<file path="src/core/ctp_defs.svh">
`ifndef CTP_DEFS_SVH
`define CTP_DEFS_SVH

// ----------------------------------------
// Register offsets
// ----------------------------------------
`define CTP_ADDR_W        4
`define CTP_OFS_LCTRL     4'h0
`define CTP_OFS_UCTRL     4'h1
`define CTP_OFS_CMPL      4'h2
`define CTP_OFS_CMPH      4'h3
`define CTP_OFS_DUTL      4'h4
`define CTP_OFS_DUTH      4'h5
`define CTP_OFS_SYSCFG    4'h6
`define CTP_OFS_CNTL      4'h7
`define CTP_OFS_CNTH      4'h8
`define CTP_OFS_STATUS    4'h9

// ----------------------------------------
// Field positions
// ----------------------------------------
`define CTP_MODE_MSB      2
`define CTP_MODE_LSB      0
`define CTP_CLK_MSB       6
`define CTP_CLK_LSB       4
`define CTP_UC_RUN        3
`define CTP_UC_FFINIT     7
`define CTP_CFG_DV        0
`define CTP_CFG_SLOW      1

// ----------------------------------------
// Encodings and reset values
// ----------------------------------------
`define CTP_MODE_16TMR    3'h4
`define CTP_MODE_16PWM    3'h6
`define CTP_CLK_EXT       3'h7
`define CTP_RST_BYTE      8'h00
`define CTP_RST_WORD      16'h0000

// ----------------------------------------
// Prescaler exponents
// ----------------------------------------
`define CTP_PRE_A         11
`define CTP_PRE_B         7
`define CTP_PRE_C         5
`define CTP_PRE_D         3
`define CTP_PRE_E         1
`define CTP_FS_DIV_W      3

`endif

</file>
<file path="src/core/ctp_pkg.sv">
package ctp_pkg;

    // ----------------------------------------
    // Types
    // ----------------------------------------
    typedef logic [7:0]  ctp_byte_t;
    typedef logic [15:0] ctp_word_t;
    typedef logic [3:0]  ctp_addr_t;

    typedef enum logic [1:0] {
        CTP_IDLE,
        CTP_TIMER,
        CTP_EVENT,
        CTP_PWM
    } ctp_mode_t;

endpackage

</file>
<file path="src/core/ctp_tick_if.sv">
`timescale 1ns/10ps
interface ctp_tick_if;
    logic fc_d2;
    logic fc_d8;
    logic fc_d32;
    logic fc_d128;
    logic fc_d2048;
    logic fs_tick;
    logic fs_d8;

    modport src (output fc_d2, fc_d8, fc_d32, fc_d128, fc_d2048,
                 output fs_tick, fs_d8);
    modport dst (input  fc_d2, fc_d8, fc_d32, fc_d128, fc_d2048,
                 input  fs_tick, fs_d8);
endinterface

</file>
<file path="src/core/ctp_prescaler.sv">
`timescale 1ns/10ps
`include "ctp_defs.svh"
module ctp_prescaler #(
    parameter int DIV_W = `CTP_PRE_A
) (
    // Clock and reset
    input  wire logic sys_clk,
    input  wire logic rst_n,
    // Slow oscillator pin
    input  wire logic low_freq_clock,
    // Tick outputs
    ctp_tick_if.src   ticks
);
    import ctp_pkg::*;

    generate
        if (DIV_W < `CTP_PRE_A) begin : g_chk
            $error("ctp_prescaler: DIV_W too small");
        end
    endgenerate

    // ----------------------------------------
    // Helpers
    // ----------------------------------------
    function automatic logic low_ones(input logic [DIV_W-1:0] v,
                                      input int n);
        logic r;
        r = 1'b1;
        for (int i = 0; i < n; i++) begin
            r = r & v[i];
        end
        return r;
    endfunction

    logic [DIV_W-1:0]         div_cnt;
    logic [`CTP_FS_DIV_W-1:0] fs_cnt;
    logic                     fs_s1;
    logic                     fs_s2;
    logic                     fs_s3;
    logic                     fs_rise;

    // The second and third stages feed the edge detector
    assign fs_rise = fs_s2 & ~fs_s3;

    always_ff @(posedge sys_clk or negedge rst_n) begin
        if (!rst_n) begin
            div_cnt        <= '0;
            fs_cnt         <= '0;
            fs_s1          <= 1'b0;
            fs_s2          <= 1'b0;
            fs_s3          <= 1'b0;
            ticks.fc_d2    <= 1'b0;
            ticks.fc_d8    <= 1'b0;
            ticks.fc_d32   <= 1'b0;
            ticks.fc_d128  <= 1'b0;
            ticks.fc_d2048 <= 1'b0;
            ticks.fs_tick  <= 1'b0;
            ticks.fs_d8    <= 1'b0;
        end else begin
            div_cnt        <= div_cnt + 1'b1;
            fs_s1          <= low_freq_clock;
            fs_s2          <= fs_s1;
            fs_s3          <= fs_s2;
            ticks.fc_d2    <= low_ones(div_cnt, `CTP_PRE_E);
            ticks.fc_d8    <= low_ones(div_cnt, `CTP_PRE_D);
            ticks.fc_d32   <= low_ones(div_cnt, `CTP_PRE_C);
            ticks.fc_d128  <= low_ones(div_cnt, `CTP_PRE_B);
            ticks.fc_d2048 <= low_ones(div_cnt, `CTP_PRE_A);
            ticks.fs_tick  <= fs_rise;
            ticks.fs_d8    <= fs_rise & (&fs_cnt);
            if (fs_rise) begin
                fs_cnt <= fs_cnt + 1'b1;
            end
        end
    end

endmodule

</file>
<file path="src/core/ctp_timer.sv">
// Summary of operation
// - 16-bit modes chain both byte counters; timer mode counts prescaled ticks.
// - Once run, a count equal to compare pulses irq, clears, keeps counting.
// - Compare has no shadow; a written value matches right away.
// - Timer clocks: fast/2048,/128,/32,/8; slow/8 via divider bit or slow mode.
// - Event mode counts each falling edge of the external input pin.
// - Event mode match pulses irq and clears; counting resumes on edges.
// - PWM mode gives 16-bit resolution from internal or external clock.
// - PWM duty match and overflow each toggle flip-flop, none if both; overflow clears, pulses irq.
// - Flip-flop loads start level from initial bit; reset clears it.
// - PWM pin always shows the inverse of the output flip-flop.
// - Running duty writes go to holding, move at overflow; stopped, at once.
// - Duty reads while PWM runs show the value in effect, old until overflow.
// - Stopping holds pin level; level changes only by a later separate write.
// - PWM adds slow clock, fast/2 and fast clock; period is 65536 ticks.
`timescale 1ns/10ps
`include "ctp_defs.svh"
module ctp_timer (
    // Clock and reset
    input  wire logic              sys_clk,
    input  wire logic              rst_n,
    // Register port
    input  wire ctp_pkg::ctp_addr_t reg_addr,
    input  wire ctp_pkg::ctp_byte_t reg_wdata,
    input  wire logic              reg_wr,
    input  wire logic              reg_rd,
    output ctp_pkg::ctp_byte_t     reg_rdata,
    // Pins
    input  wire logic              event_input_pin,
    input  wire logic              low_freq_clock,
    output logic                   pwm_output_pin,
    // Event
    output logic                   upper_counter_irq
);
    import ctp_pkg::*;

    // ----------------------------------------
    // Prescaler
    // ----------------------------------------
    ctp_tick_if tick_bus ();

    ctp_prescaler #(
        .DIV_W          (`CTP_PRE_A)
    ) u_prescaler (
        .sys_clk        (sys_clk),
        .rst_n          (rst_n),
        .low_freq_clock (low_freq_clock),
        .ticks          (tick_bus)
    );

    // ----------------------------------------
    // Registers
    // ----------------------------------------
    ctp_byte_t  lower_control_reg;
    ctp_byte_t  upper_control_reg;
    ctp_byte_t  compare_low_byte;
    ctp_byte_t  compare_high_byte;
    ctp_byte_t  duty_low_byte;
    ctp_byte_t  duty_high_byte;
    ctp_byte_t  sys_config;
    ctp_word_t  duty_active;
    ctp_byte_t  cnt_lo;
    ctp_byte_t  cnt_hi;
    logic       output_flipflop;
    logic       ev_s1;
    logic       ev_s2;
    logic       ev_s3;

    // ----------------------------------------
    // Decode
    // ----------------------------------------
    logic       wr_lctrl;
    logic       wr_uctrl;
    logic       wr_cmpl;
    logic       wr_cmph;
    logic       wr_dutl;
    logic       wr_duth;
    logic       wr_cfg;
    logic       run_bit;
    logic       divider_select_bit;
    logic       slow_mode;
    logic [2:0] lmode;
    logic [2:0] umode;
    logic [2:0] clk_sel;
    logic       both_tmr;
    logic       both_pwm;
    ctp_mode_t  mode;
    logic       is_pwm;

    assign wr_lctrl = reg_wr && (reg_addr == `CTP_OFS_LCTRL);
    assign wr_uctrl = reg_wr && (reg_addr == `CTP_OFS_UCTRL);
    assign wr_cmpl  = reg_wr && (reg_addr == `CTP_OFS_CMPL);
    assign wr_cmph  = reg_wr && (reg_addr == `CTP_OFS_CMPH);
    assign wr_dutl  = reg_wr && (reg_addr == `CTP_OFS_DUTL);
    assign wr_duth  = reg_wr && (reg_addr == `CTP_OFS_DUTH);
    assign wr_cfg   = reg_wr && (reg_addr == `CTP_OFS_SYSCFG);

    assign run_bit            = upper_control_reg[`CTP_UC_RUN];
    assign divider_select_bit = sys_config[`CTP_CFG_DV];
    assign slow_mode          = sys_config[`CTP_CFG_SLOW];
    assign lmode   = lower_control_reg[`CTP_MODE_MSB:`CTP_MODE_LSB];
    assign umode   = upper_control_reg[`CTP_MODE_MSB:`CTP_MODE_LSB];
    assign clk_sel = lower_control_reg[`CTP_CLK_MSB:`CTP_CLK_LSB];

    // Both halves must agree, else the pair stays idle
    assign both_tmr = (lmode == `CTP_MODE_16TMR)
                   && (umode == `CTP_MODE_16TMR);
    assign both_pwm = (lmode == `CTP_MODE_16PWM)
                   && (umode == `CTP_MODE_16PWM);
    assign mode = both_pwm ? CTP_PWM
                : !both_tmr ? CTP_IDLE
                : (clk_sel == `CTP_CLK_EXT) ? CTP_EVENT : CTP_TIMER;
    assign is_pwm = (mode == CTP_PWM);

    // ----------------------------------------
    // Count source
    // ----------------------------------------
    logic       ev_fall;
    logic       slow_div;
    logic [7:0] src_normal;
    logic [7:0] src_slow;
    logic       src_sel;
    logic       tick;

    // Falling edge taken after the two sync stages only
    assign ev_fall  = ev_s3 & ~ev_s2;
    assign slow_div = divider_select_bit ? tick_bus.fs_d8
                                         : tick_bus.fc_d2048;

    // Fast-only sources disappear in slow mode; the extra
    // three PWM sources are refused in timer mode
    assign src_normal = {ev_fall,
                         is_pwm,
                         is_pwm & tick_bus.fc_d2,
                         is_pwm & tick_bus.fs_tick,
                         tick_bus.fc_d8,
                         tick_bus.fc_d32,
                         tick_bus.fc_d128,
                         slow_div};
    assign src_slow   = {ev_fall,
                         2'b00,
                         is_pwm & tick_bus.fs_tick,
                         3'b000,
                         tick_bus.fs_d8};
    assign src_sel = slow_mode ? src_slow[clk_sel] : src_normal[clk_sel];
    assign tick    = run_bit && (mode != CTP_IDLE) && src_sel;

    // ----------------------------------------
    // Counter and match
    // ----------------------------------------
    ctp_word_t  count;
    logic       lo_carry;
    logic       cmp_hit;
    logic       duty_hit;
    logic       ovf;
    logic       wrap;
    logic       clear;
    ctp_byte_t  next_lo;
    ctp_byte_t  next_hi;

    assign count    = {cnt_hi, cnt_lo};
    assign lo_carry = (cnt_lo == 8'hff);
    // Compare bytes are used directly, so a write acts at once
    assign cmp_hit  = (count == {compare_high_byte,
                                 compare_low_byte});
    assign duty_hit = (count == duty_active);
    assign ovf      = &count;
    assign wrap     = tick && (is_pwm ? ovf : cmp_hit);
    assign clear    = !run_bit || wrap;

    assign next_lo = clear ? `CTP_RST_BYTE
                   : tick ? cnt_lo + 8'h01 : cnt_lo;
    assign next_hi = clear ? `CTP_RST_BYTE
                   : (tick && lo_carry) ? cnt_hi + 8'h01 : cnt_hi;

    // ----------------------------------------
    // Output flip-flop and duty transfer
    // ----------------------------------------
    logic       ff_load;
    logic       ff_flip;
    logic       next_ff;
    ctp_word_t  duty_hold;
    ctp_word_t  next_duty;

    // Start level only loads while already stopped, so a
    // stopping write never disturbs the held pin level
    assign ff_load = wr_uctrl && !run_bit;
    assign ff_flip = tick && is_pwm && (duty_hit ^ ovf);
    assign next_ff = ff_load ? reg_wdata[`CTP_UC_FFINIT]
                   : output_flipflop ^ ff_flip;
    assign duty_hold = {duty_high_byte, duty_low_byte};
    assign next_duty = (!run_bit || (wrap && is_pwm)) ? duty_hold
                                                      : duty_active;

    // ----------------------------------------
    // Read mux
    // ----------------------------------------
    ctp_word_t  duty_view;
    ctp_byte_t  next_rdata;

    // Running PWM shows the duty in effect, old until overflow
    assign duty_view = (run_bit && is_pwm) ? duty_active
                                           : duty_hold;
    assign next_rdata =
          !reg_rd                          ? `CTP_RST_BYTE
        : (reg_addr == `CTP_OFS_LCTRL)     ? lower_control_reg
        : (reg_addr == `CTP_OFS_UCTRL)     ? upper_control_reg
        : (reg_addr == `CTP_OFS_CMPL)      ? compare_low_byte
        : (reg_addr == `CTP_OFS_CMPH)      ? compare_high_byte
        : (reg_addr == `CTP_OFS_DUTL)      ? duty_view[7:0]
        : (reg_addr == `CTP_OFS_DUTH)      ? duty_view[15:8]
        : (reg_addr == `CTP_OFS_SYSCFG)    ? sys_config
        : (reg_addr == `CTP_OFS_CNTL)      ? cnt_lo
        : (reg_addr == `CTP_OFS_CNTH)      ? cnt_hi
        : (reg_addr == `CTP_OFS_STATUS)    ? {6'b00_0000,
                                              output_flipflop, run_bit}
        : `CTP_RST_BYTE;

    // ----------------------------------------
    // Register writes
    // ----------------------------------------
    always_ff @(posedge sys_clk or negedge rst_n) begin
        if (!rst_n) begin
            lower_control_reg <= `CTP_RST_BYTE;
            upper_control_reg <= `CTP_RST_BYTE;
            compare_low_byte  <= `CTP_RST_BYTE;
            compare_high_byte <= `CTP_RST_BYTE;
            duty_low_byte     <= `CTP_RST_BYTE;
            duty_high_byte    <= `CTP_RST_BYTE;
            sys_config        <= `CTP_RST_BYTE;
        end else begin
            if (wr_lctrl) lower_control_reg <= reg_wdata;
            if (wr_uctrl) upper_control_reg <= reg_wdata;
            if (wr_cmpl)  compare_low_byte  <= reg_wdata;
            if (wr_cmph)  compare_high_byte <= reg_wdata;
            if (wr_dutl)  duty_low_byte     <= reg_wdata;
            if (wr_duth)  duty_high_byte    <= reg_wdata;
            if (wr_cfg)   sys_config        <= reg_wdata;
        end
    end

    // ----------------------------------------
    // Counter, flip-flop, pins
    // ----------------------------------------
    always_ff @(posedge sys_clk or negedge rst_n) begin
        if (!rst_n) begin
            cnt_lo            <= `CTP_RST_BYTE;
            cnt_hi            <= `CTP_RST_BYTE;
            duty_active       <= `CTP_RST_WORD;
            output_flipflop   <= 1'b0;
            pwm_output_pin    <= 1'b1;
            upper_counter_irq <= 1'b0;
            reg_rdata         <= `CTP_RST_BYTE;
        end else begin
            cnt_lo            <= next_lo;
            cnt_hi            <= next_hi;
            duty_active       <= next_duty;
            output_flipflop   <= next_ff;
            pwm_output_pin    <= ~next_ff;
            upper_counter_irq <= wrap;
            reg_rdata         <= next_rdata;
        end
    end

    // ----------------------------------------
    // Event pin synchroniser
    // ----------------------------------------
    always_ff @(posedge sys_clk or negedge rst_n) begin
        if (!rst_n) begin
            ev_s1 <= 1'b1;
            ev_s2 <= 1'b1;
            ev_s3 <= 1'b1;
        end else begin
            ev_s1 <= event_input_pin;
            ev_s2 <= ev_s1;
            ev_s3 <= ev_s2;
        end
    end

endmodule

</file>
<file path="config.mk">
export PLATFORM = sky130hd
export DESIGN_NAME = ctp_timer
export DESIGN_NICKNAME = d
export VERILOG_FILES = /design/src/core/ctp_pkg.sv /design/src/core/ctp_tick_if.sv /design/src/core/ctp_prescaler.sv /design/src/core/ctp_timer.sv
export VERILOG_INCLUDE_DIRS = /design/src /design/src/core
export SDC_FILE = /design/constraint.sdc
export NUM_CORES = 1
export LEC_CHECK = 0
export ABC_AREA = 1
export BUFFER_PORTS_ARGS = -buffer_cell sky130_fd_sc_hd__buf_2
export CELL_PAD_IN_SITES_DETAIL_PLACEMENT = 1
export CELL_PAD_IN_SITES_GLOBAL_PLACEMENT = 1
export CORE_MARGIN = 10
export CORE_UTILIZATION = 51
export CTS_BUF_LIST = sky130_fd_sc_hd__clkbuf_8
export DETAILED_ROUTE_END_ITERATION = 6
export PLACE_DENSITY = 0.9
export SETUP_SLACK_MARGIN = 0.1
export SYNTH_ARGS = -nofsm -noshare
export SYNTH_HDL_FRONTEND = slang
export SYNTH_SLANG_ARGS = --single-unit
</file>
<file path="constraint.sdc">
create_clock -name sys_clk -period 3.2 [get_ports sys_clk]
set_clock_uncertainty 0.15 [all_clocks]
set_input_delay 0.64 -clock sys_clk [delete_from_list [all_inputs] [get_ports sys_clk]]
set_output_delay 0.64 -clock sys_clk [all_outputs]
set_load 0.01 [all_outputs]
</file>
==> results_dict.tcl <==
set metrics [dict create \
    period_share_pct 82.8 \
    hold_path_class "input pin to asynchronous set/reset pin" \
    fmax_ghz 0.377 \
    synth-seq-area-share_pct 48.9 \
    die_area_sq_um 17600 \
    crit_chain "inv_1 -> nand3_1 -> nor2_4 -> nand2_1 -> nand2_1 -> nand2_1 -> a21boi_4 -> nand3_2 -> nand2_2 -> nand2_1 -> o21ai_1" \
    diodes 0 \
    gp_congestion 1.00 \
    syn_area_per_cell_sq_um 7.69 \
    hpwl_um 16700 \
    slew_headroom_pct 59.3 \
    rsz0062_at_grt "no" \
    cp_slowest_stage_delay_ns 0.44 \
    cts_buffer_depth 2 \
    max_cap_viol_count 0 \
    top_register "duty_active" \
    syn_inst 840 \
    hold_viol_final 0 \
    vias 5917 \
    drive_gt1_share_pct 10.2 \
    grt_pass1_wl_um 35800 \
    synth.distinct_cells 29 \
    clkTransAtPathRegs_ns 0.09 \
    clock_latency_ns 0.49 \
    die_x_um 133 \
    slew_violations 0 \
    cts_hold_buf 0 \
    power_density_nw_per_um2 588 \
    max-vdd-ir-drop_uv 378 \
    nNetsFinal 897 \
    ys.flop_type "dfrtp_1" \
    critPathRequiredTime_ns 3.45 \
    grt_util_all_layers_pct 26.4 \
    worst_pin_slew_ns 0.610 \
    critPathKind "flop to flop" \
    fin_tns_setup_ns 0 \
    yosys_warnings 0 \
    cts_tree "done" \
    cp_slowest_cell "dfrtp_1" \
    drt_iter0_markers 489 \
    fillers 1643 \
    num_rows 41 \
    place_ws_ns 0.538 \
    multi_input_area_sq_um 2820 \
    netlist_top_cells_area "dfrtp_1, nand2_1, o21ai_0, inv_1, xor2_1" \
    dr.pass1.iters 5 \
    wl_per_cell_um 21.1 \
    antenna_found_initial 0 \
    core_sq_um 12500 \
    grt_util_met3_pct 5.87 \
    yosysTopAreaCellShare_pct 47.2 \
    grt-ovfl-total 0 \
    post_cts_buffers 0 \
    synth_nets 864 \
    worst_slack_ns 0.551 \
    cp_max_fo 31 \
    start_kind "flop" \
    status "finished clean" \
    grt_max_degree 52 \
    finalWirelength_um 22400 \
    ant_nets 0 \
    reg_top3 "duty_active x16, u_prescaler.div_cnt x11" \
    worst_ep_arrival_time_ns 2.90 \
    cts_root_buffer "clkbuf_8" \
    cts_buffers 17 \
    io_buffers 27 \
    synth_edf_count 0 \
    drc_errors 0 \
    power_leakage_nw 3.62 \
    synth.largest_area_cell "dfrtp_1" \
    busiest_layer "met2" \
    io_pins 28 \
    start_util_pct 51.6 \
    seq_area_sq_um 3160 \
    synth_commonest_cells "nand2_1, dfrtp_1, inv_1" \
    cp_common_cell "nand2_1" \
    area_growth_syn_to_layout_pct 10.7 \
    ys_seq_elements 126 \
    cp-end-kind "flop" \
    finalSetupViolations 0 \
    die_h_um 133 \
    period_needed_ns 2.65 \
    async_flop_share_pct 100 \
    grt_pass1_vias 6476 \
    cts.htree.levels 4 \
    gr-usage-met1_pct 30.8 \
    clock_sinks 126 \
    cts_resized 0 \
    largest_reg_flops 16 \
    yosysMostFrequentCell "nand2_1" \
    vias_per_cell 5.59 \
    grtUsageMet2_pct 45.6 \
    syn_area_sq_um 6460 \
]
-- metrics by stage --
stage | area [sq um] | hold WS (ns) | utilization [%] | cells | total power [mW]
after floorplan | 6460 | 0.181 | - | 840 | 2.53
after global placement | 6790 | 0.182 | 54.2 | 1026 | 2.79
after detailed placement | 6790 | 0.197 | 54.2 | 1026 | 2.86
after CTS | 7160 | 0.00541 | 57.2 | 1058 | 4.22
after global routing | 7160 | 0.0439 | 57.2 | 1058 | 4.44
final | 7160 | 0.00349 | 57.2 | 1058 | 4.21
-- cell usage in the layout (no fill, tap or decap), types with 17 or more instances in the layout --
cell type,Yosys,routed
xor2_1,28,28
nand4_1,30,30
nor2_1,62,62
o21ai_0,85,85
nand3_1,43,43
inv_1,96,97
nand2_1,276,276
a21oi_1,17,17
clkbuf_8,0,17
buf_2,3,26
dfrtp_1,122,122
-- layout make-up --
class                      count  share of cell area [%]
sequential                   126                    44.1
multi-input combinational    592                    39.4
inverter                      99                    5.19
clock buffer                  17                    3.27
timing repair buffer          37                    3.15
tap                          172                    3.01
clock inverter                15                    1.89
-- final timing paths --
check,slack (ns),startpoint,cells past startpoint,endpoint
worst max-delay path,0.55,lower_control_reg[0],11,duty_active[9]
worst min-delay path,0.003,rst_n,1,duty_active[11]
worst max register to register,0.55,lower_control_reg[0],11,duty_active[9]
worst min register to register,0.21,ev_s1,0,ev_s2
max in group asynchronous,2.02,rst_n,2,ev_s1
min in group sys_clk,0.10,event_input_pin,1,ev_s1
-- layer usage --
layer | wire length, um | share of wire (%)
met1 | 9200 | 41
met2 | 11300 | 51
met3 | 1130 | 5.1
met4 | 727 | 3.3
met5 | 0 | 0
-- logic make-up (layout without fill, tap and decap cells) --
kind of cell	Yosys count	in the layout	share of synthesized area, %
AND/OR/NAND/NOR	432	432	28.2
flip-flops	126	126	48.9
buffers and inverters	122	168	7.55
AO/OA/AOI/OAI	121	121	9.74
XOR/XNOR	33	33	4.47
adder cells (fa/ha/maj)	6	6	1.16
-- worst max-delay path, delay by kind of cell, from the launching register on --
kind | cells | cell delay, ns
compound gates | 2 | 0.44
buf+inv | 1 | 0.10
flops | 1 | 0.44
simple gates | 8 | 1.42
-- report_power, final --
group / leakage [nW] / internal, mW / switching [mW]
Clock: 0.182 / 0.621 / 0.730
Sequential: 1.63 / 1.83 / 0.252
Combinational: 1.81 / 0.257 / 0.513
Note: power is estimated with default switching activity, not from simulation.
